## src/chic_map.vh

```
/*
  Constants for the charger control block: I2C command codes, register
  field positions, reset value, charge-current codes and state encodings.
  Assumes inclusion by the charger control design files only.
*/
`ifndef CHIC_MAP_VH
`define CHIC_MAP_VH

`define CHIC_CMD_WRITE 8'h01
`define CHIC_CMD_READ 8'h51
`define CHIC_REG_RESET 8'h00
`define CHIC_BIT_SUPPLY_OK 7
`define CHIC_BIT_STOPPED 6
`define CHIC_BIT_OVER_TEMP 5
`define CHIC_BIT_DIV_EN 4
`define CHIC_SEL_MSB 3
`define CHIC_WR_MASK 8'h1F
`define CHIC_SEL_DISABLE 4'hF
`define CHIC_SEL_LAST_STEP50 4'h8
`define CHIC_MA_MIN 11'h064
`define CHIC_MA_STEP50 11'h032
`define CHIC_MA_STEP100 11'h064
`define CHIC_MA_AT_400 11'h190
`define CHIC_MA_CODE_LOW 4'h2
`define CHIC_TRICKLE_DIV 11'h00C
`define CHIC_PRE_CURRENT_UA 20'h0206C
`define CHIC_UA_PER_MA 20'h003E8

`define CHIC_ST_IDLE 3'h0
`define CHIC_ST_TRICKLE 3'h1
`define CHIC_ST_CC 3'h2
`define CHIC_ST_CV 3'h3
`define CHIC_ST_DONE 3'h4

`define CHIC_I2C_SLEEP 3'h0
`define CHIC_I2C_ADDR 3'h1
`define CHIC_I2C_CMD 3'h2
`define CHIC_I2C_WDATA 3'h3
`define CHIC_I2C_RDATA 3'h4
`define CHIC_I2C_ACK 3'h5
`define CHIC_I2C_DONE 3'h6

`define CHIC_BYTE_LAST 3'h7
`define CHIC_DEV_ADDR_DEF 7'h2A

`endif

```

## src/chic_charger.v

```verilog
/*
  Charger control: I2C two-byte command slave with one control/status
  register, and the trickle / constant-current / constant-voltage charge
  sequencer driven by comparator inputs.
  Assumes the comparators and the I2C pins are asynchronous to clock_i,
  and that the pads resolve open-drain levels from the enables.
*/
`timescale 1ns/10ps
`include "chic_map.vh"

module chic_charger #(
  parameter [6:0] DEV_ADDR = `CHIC_DEV_ADDR_DEF
) (
  input wire clock_i,
  input wire srst_i,
  input wire scl_i,
  input wire sda_i,
  output reg sda_o,
  output reg sda_oe_o,
  input wire supply_above_bat_i,
  input wire supply_above_3v3_i,
  input wire temp_above_110_i,
  input wire temp_below_85_i,
  input wire bat_above_2v5_i,
  input wire bat_above_3v0_i,
  input wire bat_at_4v2_i,
  input wire bat_above_4v0_i,
  input wire cv_current_low_i,
  output reg charge_enable_o,
  output reg [2:0] charge_mode_o,
  output reg [10:0] selected_cc_current_o,
  output reg [19:0] charge_target_ua_o,
  output reg battery_divider_enable_o,
  output reg supply_presence_out_o,
  output reg supply_presence_oe_o,
  output reg i2c_awake_o
);
  wire scl_s;
  wire sda_s;
  wire sup_ok_s;
  wire sup_3v3_s;
  wire t_hi_s;
  wire t_lo_s;
  wire b_2v5_s;
  wire b_3v0_s;
  wire b_4v2_s;
  wire b_4v0_s;
  wire i_low_s;
  wire [10:0] async_in;
  wire [10:0] sync_out;

  assign async_in = {scl_i, sda_i, supply_above_bat_i, supply_above_3v3_i,
    temp_above_110_i, temp_below_85_i, bat_above_2v5_i, bat_above_3v0_i,
    bat_at_4v2_i, bat_above_4v0_i, cv_current_low_i};
  assign {scl_s, sda_s, sup_ok_s, sup_3v3_s, t_hi_s, t_lo_s, b_2v5_s, b_3v0_s,
    b_4v2_s, b_4v0_s, i_low_s} = sync_out;

  genvar gi;
  generate
    for (gi = 0; gi < 11; gi = gi + 1) begin : g_sync
      chic_sync u_sync (
        .clock_i(clock_i),
        .srst_i(srst_i),
        .async_i(async_in[gi]),
        .sync_o(sync_out[gi])
      );
    end
  endgenerate

  // Selected constant current in mA
  function [10:0] sel_to_ma;
    input [3:0] sel;
    begin
      if (sel <= `CHIC_MA_CODE_LOW)
        sel_to_ma = `CHIC_MA_MIN;
      else if (sel <= `CHIC_SEL_LAST_STEP50)
        sel_to_ma = `CHIC_MA_STEP50 * {7'h00, sel};
      else
        sel_to_ma = `CHIC_MA_AT_400 +
          `CHIC_MA_STEP100 * {7'h00, sel - `CHIC_SEL_LAST_STEP50};
    end
  endfunction

  // Register and status
  reg [7:0] ctrl;
  reg over_temp;
  reg stopped;
  reg [2:0] cstate;
  reg [2:0] next_cstate;
  wire [7:0] reg_view;
  assign reg_view = {sup_ok_s, stopped, over_temp, ctrl[`CHIC_BIT_DIV_EN],
    ctrl[`CHIC_SEL_MSB:0]};

  always @(posedge clock_i) begin
    if (srst_i)
      over_temp <= 1'b0;
    else if (t_hi_s)
      over_temp <= 1'b1;
    else if (t_lo_s)
      over_temp <= 1'b0;
  end

  // Charge sequencer
  wire sel_dis;
  assign sel_dis = (ctrl[`CHIC_SEL_MSB:0] == `CHIC_SEL_DISABLE);

  always @* begin
    next_cstate = cstate;
    if (!sup_ok_s || sel_dis) begin
      next_cstate = `CHIC_ST_IDLE;
    end else begin
      case (cstate)
        `CHIC_ST_IDLE: begin
          if (b_4v2_s)
            next_cstate = `CHIC_ST_CV;
          else if (b_3v0_s)
            next_cstate = `CHIC_ST_CC;
          else
            next_cstate = `CHIC_ST_TRICKLE;
        end
        `CHIC_ST_TRICKLE: begin
          if (b_3v0_s)
            next_cstate = `CHIC_ST_CC;
        end
        `CHIC_ST_CC: begin
          if (b_4v2_s)
            next_cstate = `CHIC_ST_CV;
          else if (!b_3v0_s)
            next_cstate = `CHIC_ST_TRICKLE;
        end
        `CHIC_ST_CV: begin
          if (i_low_s)
            next_cstate = `CHIC_ST_DONE;
        end
        `CHIC_ST_DONE: begin
          if (!b_4v0_s)
            next_cstate = `CHIC_ST_IDLE;
        end
        default: next_cstate = `CHIC_ST_IDLE;
      endcase
    end
  end

  wire [10:0] cc_ma;
  assign cc_ma = sel_to_ma(ctrl[`CHIC_SEL_MSB:0]);
  wire [19:0] cc_ua;
  assign cc_ua = `CHIC_UA_PER_MA * {9'h000, cc_ma};

  always @(posedge clock_i) begin
    if (srst_i) begin
      cstate <= `CHIC_ST_IDLE;
      stopped <= 1'b0;
      charge_enable_o <= 1'b0;
      charge_mode_o <= `CHIC_ST_IDLE;
      selected_cc_current_o <= `CHIC_MA_MIN;
      charge_target_ua_o <= 20'h00000;
      battery_divider_enable_o <= 1'b0;
      supply_presence_out_o <= 1'b0;
      supply_presence_oe_o <= 1'b0;
    end else begin
      cstate <= next_cstate;
      stopped <= (next_cstate == `CHIC_ST_DONE) ||
        (next_cstate == `CHIC_ST_IDLE && cstate != `CHIC_ST_IDLE) ||
        (stopped && next_cstate == `CHIC_ST_IDLE);
      charge_enable_o <= (next_cstate != `CHIC_ST_IDLE) &&
        (next_cstate != `CHIC_ST_DONE);
      charge_mode_o <= next_cstate;
      selected_cc_current_o <= cc_ma;
      case (next_cstate)
        `CHIC_ST_TRICKLE:
          charge_target_ua_o <= b_2v5_s ? (cc_ua / `CHIC_TRICKLE_DIV)
            : `CHIC_PRE_CURRENT_UA;
        `CHIC_ST_CC: charge_target_ua_o <= cc_ua;
        `CHIC_ST_CV: charge_target_ua_o <= cc_ua;
        default: charge_target_ua_o <= 20'h00000;
      endcase
      battery_divider_enable_o <= ctrl[`CHIC_BIT_DIV_EN];
      supply_presence_out_o <= 1'b0;
      supply_presence_oe_o <= sup_3v3_s;
    end
  end

  // I2C slave
  reg scl_d;
  reg sda_d;
  reg [2:0] istate;
  reg [2:0] ret_state;
  reg [2:0] bitcnt;
  reg [7:0] shreg;
  reg [7:0] cmd;
  reg rd_dir;
  wire scl_rise;
  wire scl_fall;
  wire start_c;
  wire stop_c;
  assign scl_rise = scl_s && !scl_d;
  assign scl_fall = !scl_s && scl_d;
  assign start_c = scl_s && scl_d && sda_d && !sda_s;
  assign stop_c = scl_s && scl_d && !sda_d && sda_s;

  always @(posedge clock_i) begin
    if (srst_i) begin
      scl_d <= 1'b1;
      sda_d <= 1'b1;
      istate <= `CHIC_I2C_SLEEP;
      ret_state <= `CHIC_I2C_SLEEP;
      bitcnt <= 3'h0;
      shreg <= 8'h00;
      cmd <= 8'h00;
      rd_dir <= 1'b0;
      ctrl <= `CHIC_REG_RESET;
      sda_o <= 1'b0;
      sda_oe_o <= 1'b0;
      i2c_awake_o <= 1'b0;
    end else begin
      scl_d <= scl_s;
      sda_d <= sda_s;
      i2c_awake_o <= (istate != `CHIC_I2C_SLEEP);
      if (stop_c) begin
        istate <= `CHIC_I2C_SLEEP;
        sda_oe_o <= 1'b0;
      end else if (start_c) begin
        istate <= `CHIC_I2C_ADDR;
        bitcnt <= 3'h0;
        sda_oe_o <= 1'b0;
      end else begin
        case (istate)
          `CHIC_I2C_SLEEP: sda_oe_o <= 1'b0;
          `CHIC_I2C_ADDR, `CHIC_I2C_CMD, `CHIC_I2C_WDATA: begin
            if (scl_rise) begin
              shreg <= {shreg[6:0], sda_s};
              bitcnt <= bitcnt + 3'h1;
              if (bitcnt == `CHIC_BYTE_LAST) begin
                ret_state <= istate;
                istate <= `CHIC_I2C_ACK;
              end
            end
          end
          `CHIC_I2C_ACK: begin
            if (scl_fall && !sda_oe_o) begin
              if (ret_state == `CHIC_I2C_ADDR && shreg[7:1] != DEV_ADDR) begin
                istate <= `CHIC_I2C_DONE;
              end else if (ret_state == `CHIC_I2C_ADDR) begin
                rd_dir <= shreg[0];
                sda_o <= 1'b0;
                sda_oe_o <= 1'b1;
              end else begin
                if (ret_state == `CHIC_I2C_CMD)
                  cmd <= shreg;
                if (ret_state == `CHIC_I2C_WDATA && cmd == `CHIC_CMD_WRITE)
                  ctrl <= (ctrl & ~`CHIC_WR_MASK) |
                    (shreg & `CHIC_WR_MASK);
                sda_o <= 1'b0;
                sda_oe_o <= 1'b1;
              end
            end else if (scl_fall && sda_oe_o) begin
              sda_oe_o <= 1'b0;
              bitcnt <= 3'h0;
              if (ret_state == `CHIC_I2C_ADDR && rd_dir &&
                  cmd == `CHIC_CMD_READ) begin
                shreg <= {reg_view[6:0], 1'b0};
                sda_o <= reg_view[7];
                sda_oe_o <= !reg_view[7];
                istate <= `CHIC_I2C_RDATA;
              end else if (ret_state == `CHIC_I2C_ADDR)
                istate <= rd_dir ? `CHIC_I2C_DONE : `CHIC_I2C_CMD;
              else if (ret_state == `CHIC_I2C_CMD)
                istate <= (cmd == `CHIC_CMD_WRITE) ? `CHIC_I2C_WDATA
                  : `CHIC_I2C_DONE;
              else
                istate <= `CHIC_I2C_DONE;
            end
          end
          `CHIC_I2C_RDATA: begin
            if (scl_fall) begin
              bitcnt <= bitcnt + 3'h1;
              if (bitcnt == `CHIC_BYTE_LAST) begin
                sda_oe_o <= 1'b0;
                istate <= `CHIC_I2C_DONE;
              end else begin
                sda_o <= shreg[7];
                sda_oe_o <= !shreg[7];
                shreg <= {shreg[6:0], 1'b0};
              end
            end
          end
          `CHIC_I2C_DONE: sda_oe_o <= 1'b0;
          default: istate <= `CHIC_I2C_SLEEP;
        endcase
      end
    end
  end
endmodule

```

## src/chic_sync.v

```verilog
/*
  Two-flip-flop synchroniser for one asynchronous level.
  Assumes the input is from outside the clock_i domain.
*/
`timescale 1ns/10ps
module chic_sync (
  input wire clock_i,
  input wire srst_i,
  input wire async_i,
  output reg sync_o
);
  reg meta;

  always @(posedge clock_i) begin
    if (srst_i) begin
      meta <= 1'b0;
      sync_o <= 1'b0;
    end else begin
      meta <= async_i;
      sync_o <= meta;
    end
  end
endmodule

```

## config.mk

```make
export PLATFORM = sky130hd
export DESIGN_NAME = chic_charger
export DESIGN_NICKNAME = d
export VERILOG_FILES = /design/src/chic_charger.v /design/src/chic_sync.v
export VERILOG_INCLUDE_DIRS = /design/src
export SDC_FILE = /design/constraint.sdc
export NUM_CORES = 1
export LEC_CHECK = 0
export BUFFER_PORTS_ARGS = -buffer_cell sky130_fd_sc_hd__buf_4
export CAP_MARGIN = 20
export CORE_UTILIZATION = 24
export CTS_CLUSTER_DIAMETER = 200
export DETAILED_ROUTE_END_ITERATION = 10
export PLACE_DENSITY = 0.4
export SYNTH_ARGS = -nofsm -noshare
export SYNTH_HDL_FRONTEND = slang
export SYNTH_SLANG_ARGS = --single-unit
```

## constraint.sdc

```tcl
create_clock -name clock_i -period 12.7 [get_ports clock_i]
set_input_delay 1.27 -clock clock_i [delete_from_list [all_inputs] [get_ports clock_i]]
set_output_delay 1.27 -clock clock_i [all_outputs]
set_load 0.01 [all_outputs]
```

======== Word-level counts from Yosys, hierarchy flattened ========
Cells that the tools add are included.
word-level totals
  flip-flop bits (word level) ............. 100
  bits of input ports ..................... 13
  output and inout bits ................... 41
  word-level logic and storage cells ...... 210
operators by class
  add/sub/neg operators ................... 3
  $mul .................................... 3
  divide/modulo/power cells ............... 1
  magnitude comparators ................... 2
  equal/unequal tests ..................... 44
  muxes and demuxes ....................... 56
  bitwise gates (word level) .............. 6
  reductions and logical operators ........ 52
operator list
  cell                                                 number
  two-way mux 3 bit                                    23
  two-way mux 8 bit                                    6
  case mux 20 bit (2 select lines)                     1
  != test 3 bit, second input constant                 11
  AND reduction 7 bit                                  4
  equality test 3 x 2 -> 1 bit, second input constant  8
  case mux 8 bit (3 select lines)                      1
  two-way mux 11 bit                                   2
  divider 20 x 4 -> 20 bit, second input constant      1
  two-way mux 20 bit                                   1
  equality test 3 bit, second input constant           6
  multiplier 5 x 4 -> 9 bit, first input constant      2
  multiplier 7 x 11 -> 17 bit, first input constant    1
  logical AND 1 bit                                    16
  != test 2 bit, second input constant                 8
  two-way mux 1 bit                                    15
  case mux 3 bit (5 select lines)                      1
  nonzero test 3 bit                                   5
  equality test 3 x 1 -> 1 bit, second input constant  4
  case mux 3 bit (4 select lines)                      1
  AND reduction 6 bit                                  2
  adder 9 x 11 -> 11 bit, first input constant         1
  zero test 3 bit                                      3
  case mux 3 bit (3 select lines)                      1
  other kinds (25)                                     43

======== Longest topological paths before layout ========
  word-level depth ........................ 9
  depth in mapped cells ................... 49
  gate-level depth less buffers ........... 46

======== By module ========
From an unflattened synthesis, not the netlist that was laid out.
second synthesis, totals
  cells, all modules ...................... 934
  area total of the unflattened synthesis .. 7722.4 µm²
by module, submodules not included
  module        times used  cells each  area an instance (µm²)  sequential area each (µm²)
  chic_charger  1           890         7144.4                  1481.4
  chic_sync     11          4           52.6                    40.0

======== Worst setup path after synthesis ========
OpenSTA, ideal clock, no wires.
  kind .................................... reg-to-reg
  start ................................... register ctrl[2]
  end ..................................... register charge_target_ua_o[0]
  library setup time ...................... 0.131 ns
  data arrival time ....................... 10.230 ns
  required time ........................... 12.569 ns
  path slack .............................. 2.339 ns
  cell stages (with the launch flop) ...... 43
  buffers on the path ..................... 1
  clock period less this slack ............ 10.361 ns
  path through ............................ dfxtp_1 -> inv_1 -> ha_1 -> inv_1 -> fa_1 -> xor2_1 -> a21o_1 -> nand2_1 -> o211ai_1 -> inv_1 -> ha_1 -> fa_1 -> fa_1 -> inv_1 -> fa_1 -> inv_1 -> ha_1 -> or4_1 -> [... 7 more ...] -> o41ai_2 -> nand2_1 -> o311a_1 -> nor3_4 -> nor3_1 -> o31ai_2 -> o211a_1 -> o22ai_1 -> ha_1 -> inv_1 -> and4_1 -> o221ai_1 -> nand2_1 -> ha_1 -> nor2b_1 -> nand4_1 -> o221ai_1 -> o22ai_1
on the way
  cells in the longest elaborated chain, start to end .. 9
  elaborated cells on any way between the ends .. 19
  classes of those cells .................. add/sub (2); mul (3); div (1); order compare (2); eq/ne (4); mux (5); reduce/logical (2)
RTL lines
  item                                            line                text
  from (decl)                                     chic_charger.v:85   reg [7:0] ctrl;
  from (signal assigned)                          chic_charger.v:211  ctrl <= `CHIC_REG_RESET;
  from (signal assigned)                          chic_charger.v:251  ctrl <= (ctrl & ~`CHIC_WR_MASK) |
  subtractor 4 bit (no source line)               -
  multiplier 5 x 4 -> 9 bit (no source line)      -
  adder 9 x 11 -> 11 bit (no source line)         -
  two-way mux 11 bit                              chic_charger.v:76   else if (sel <= `CHIC_SEL_LAST_STEP50)
  two-way mux 11 bit *                            chic_charger.v:74   if (sel <= `CHIC_MA_CODE_LOW)
  via cc_ma[8]                                    chic_charger.v:144  wire [10:0] cc_ma;
  multiplier 7 x 11 -> 17 bit (no source line) *  -
  divider 20 x 4 -> 20 bit (no source line) *     -
  two-way mux 20 bit (no source line) *           -
  case mux 20 bit (2 select lines) *              chic_charger.v:169  case (next_cstate)
  to (signal assigned)                            chic_charger.v:171  charge_target_ua_o <= b_2v5_s ? (cc_ua / `CHIC_TRICKLE_DIV)
  to (signal assigned)                            chic_charger.v:173  `CHIC_ST_CC: charge_target_ua_o <= cc_ua;
  to (signal assigned)                            chic_charger.v:174  `CHIC_ST_CV: charge_target_ua_o <= cc_ua;
  to (decl)                                       chic_charger.v:32   output reg [19:0] charge_target_ua_o,
Mark *: on every way through the listed nets, which the timed path passes. The rest lies on a longest branch.
A chain may end at the register's enable or synchronous reset.

======== Worst setup path in the final report ========
Same ends and word-level chain as after synthesis.

==> impl_metrics.py <==
metrics = {
    "status": {
        "status": "finished, final reports clean",
    },
    "route": {
        "drt-total-wl_um": 21850,
        "wire_per_inst_um": 15.11,
        "via_per_inst": 4.915,
        "postRouteAntennaNets": 0,
        "vias": 7107,
        "drt_iter0_markers": 573,
        "drc": 0,
        "dr.pass1.iters": 5,
    },
    "clock_tree": {
        "clk_latency_ns": 0.36,
        "h-tree-depth": 3,
        "clk_pin_slew_ns": 0.08,
        "cts.sinks": 96,
        "post_cts_buffers": 0,
        "clockBufferDepth": 2,
        "cts_root_buffer": "clkbuf_16",
        "cts_tree": "done",
        "hold_buffers": 0,
        "cts_resized": 0,
        "cts-buffers-inserted": 9,
    },
    "critical_path": {
        "critPathCaptureType": "register",
        "reg2reg_depth": 43,
        "crit_type": "reg -> reg",
        "cp_common_cell": "inv_1",
        "cp_slowest_cell": "fa_1",
        "r2r_slack_ns": 1.21,
        "cp.required_ns": 12.91,
        "cp-start-kind": "register",
        "r2r-end": "charge_target_ua_o[0]",
        "worstPathArrival_ns": 11.70,
        "path_max_fanout": 11,
        "critical-path-max-stage-delay_ns": 0.63,
        "r2r-start": "ctrl[2]",
    },
    "timing": {
        "tightest_slew_ns": 1.014,
        "fmax_mhz": 87.05,
        "setup-violations-final": 0,
        "grt_setup_unrepaired": "false",
        "drv_slew": 0,
        "timing.final.crit_share": 0.9045,
        "hold_viol": 0,
        "tns_ns": 0,
        "slew_headroom": 0.3193,
        "period_needed_ns": 11.49,
        "clock_skew_ns": 0.01005,
    },
    "place": {
        "dp_hpwl_um": 16500,
        "portBuffers": 51,
        "gp_congestion": 0.8697,
    },
    "synth": {
        "synth_cell_types": 87,
        "synth_warnings": 0,
        "netlist.area_leader.share": 0.2450,
        "synth_area_um2": 7844,
        "async_flop_share": 0,
        "ys_seq_elements": 96,
        "synth_cells": 967,
        "seq_area_frac_synth": 0.2450,
        "syn-mean-instance-area_um2": 8.111,
        "synth_common_cells": "dfxtp_1 (96), nor2_1 (90), inv_1 (88)",
        "synth_edf_count": 0,
        "synth.most_common_cell": "dfxtp_1",
        "synth_ff_type": "dfxtp_1",
        "synth_top_area_cell": "dfxtp_1",
        "synth_area_leaders": "dfxtp_1 (25%), ha_1 (10%), fa_1 (8.2%), nor2_1 (4.3%), inv_1 (4.2%)",
    },
    "flow_run": {
        "max_cap_violations": 0,
    },
    "layout": {
        "drive_above_1_share": 0.1137,
        "nets": 1115,
        "diodes": 0,
        "fin_util": 0.2842,
        "fillers": 3508,
        "area_delta_synth_final_pct": 15.50,
    },
    "global_route": {
        "overflow": 0,
        "grt_max_degree": 74,
        "grt_pass1_wl_um": 36230,
        "antenna_found_initial": 0,
        "track_usage": 0.1339,
        "first_global_vias": 6847,
    },
    "hold_path": {
        "hold_path.class": "reg -> reg",
        "whs_endpoint": "g_sync[7].u_sync.sync_o",
        "min_from": "g_sync[7].u_sync.meta",
        "holdPathStages": 1,
    },
    "die": {
        "fp-row-count": 65,
        "coreArea_um2": 31880,
        "start_util": 0.2460,
        "fp.dieH_um": 182.8,
        "die_w_um": 182.8,
        "die_area_um2": 33410,
        "ioPinCount": 54,
    },
    "power_and_ir_drop": {
        "powerDensity_nw_per_um2": 69.64,
        "ir_worst_vdd_v": 0.00006369,
        "power.leakage_nw": 3.903,
    },
}
-- cell type report --
cell class | count | area [um^2] | area share
clock inverters | 7 | 96.34 | 0.01063
inverters | 88 | 330.3 | 0.03646
flip-flops and latches | 96 | 1922 | 0.2121
clock buffers | 9 | 225.2 | 0.02486
well taps | 435 | 544.3 | 0.06007
multi-input cells | 745 | 5446 | 0.6012
repair buffers | 66 | 495.5 | 0.05469
-- cell usage in the layout (no fill, tap or decap), types with 16 or more instances in the layout --
cell type,instances
nand3_1,37
nand2_1,86
nor3_1,29
mux2i_1,17
buf_4,66
a21oi_1,56
dfxtp_1,96
xnor2_1,21
ha_1,64
nor2_1,90
fa_1,32
nor2b_1,32
o22ai_1,16
inv_1,88
o21ai_0,34
-- stage by stage --
step	cells	worst slack, ns	total power [mW]	hold slack [ns]	area [um^2]
after floorplan	968	2.339	0.3315	0.4130	7848
after global placement	1426	0.8376	0.3409	0.4161	8708
after detailed placement	1426	0.9040	0.3404	0.4253	8708
after CTS	1442	0.8579	0.6426	0.4430	9030
after global routing	1446	0.3099	0.6568	0.4620	9060
final	1446	1.212	0.6309	0.4380	9060
-- metal layers --
layer | track usage | share of wire | up-vias | wire length, um
li1 | - | - | 3544 | -
met1 | 0.1901 | 0.51 | 3400 | 11080
met2 | 0.2104 | 0.45 | 149 | 9807
met3 | 0.01509 | 0.030 | 14 | 663
met4 | 0.04367 | 0.014 | 0 | 306
met5 | 0 | 0 | - | 0
-- worst max-delay path: cells and delay by family (launching register included) --
kind	cells	cell delay (ns)
fa+ha+maj	9	3.69
compound gates	14	3.68
simple gates	9	1.96
buf+inv	8	0.84
flops	1	0.58
xor+xnor	2	0.40
mux	1	0.18
-- power by group --
part           internal (mW)  switching (mW)
Combinational        0.00962          0.0114
Sequential             0.307         0.00538
Clock                  0.159           0.139
-- how the worst max path moves through the flow --
stage,end,cells after the start,startpoint
detailed placement,charge_target_ua_o[0],43,ctrl[0]
floorplan,charge_target_ua_o[0],42,ctrl[2]
global placement,charge_target_ua_o[0],43,ctrl[0]
global route,charge_target_ua_o[0],46,ctrl[0]
CTS,charge_target_ua_o[0],43,ctrl[0]
finish,charge_target_ua_o[0],43,ctrl[2]
-- sequential cells by signal, indices dropped and copies added, names as in the netlist, 3 cells and up --
signal                 count
ctrl                       5
bitcnt                     3
shreg                      8
g_sync.u_sync.sync_o      11
ret_state                  3
cmd                        8
charge_target_ua_o        20
selected_cc_current_o     10
cstate                     3
istate                     3
g_sync.u_sync.meta        11
-- logic make-up after synthesis --
logic type	count (synthesis)	share of synthesized area
AND/OR/NAND/NOR	346	0.2160
multiplexers	17	0.02169
AO/OA/AOI/OAI	250	0.2294
flip-flops	96	0.2450
buffers and inverters	127	0.06189
adder cells (fa/ha/maj)	97	0.1850
XOR/XNOR	33	0.04052
other	1	0.0004781
Power figures use the tool's default switching activity.
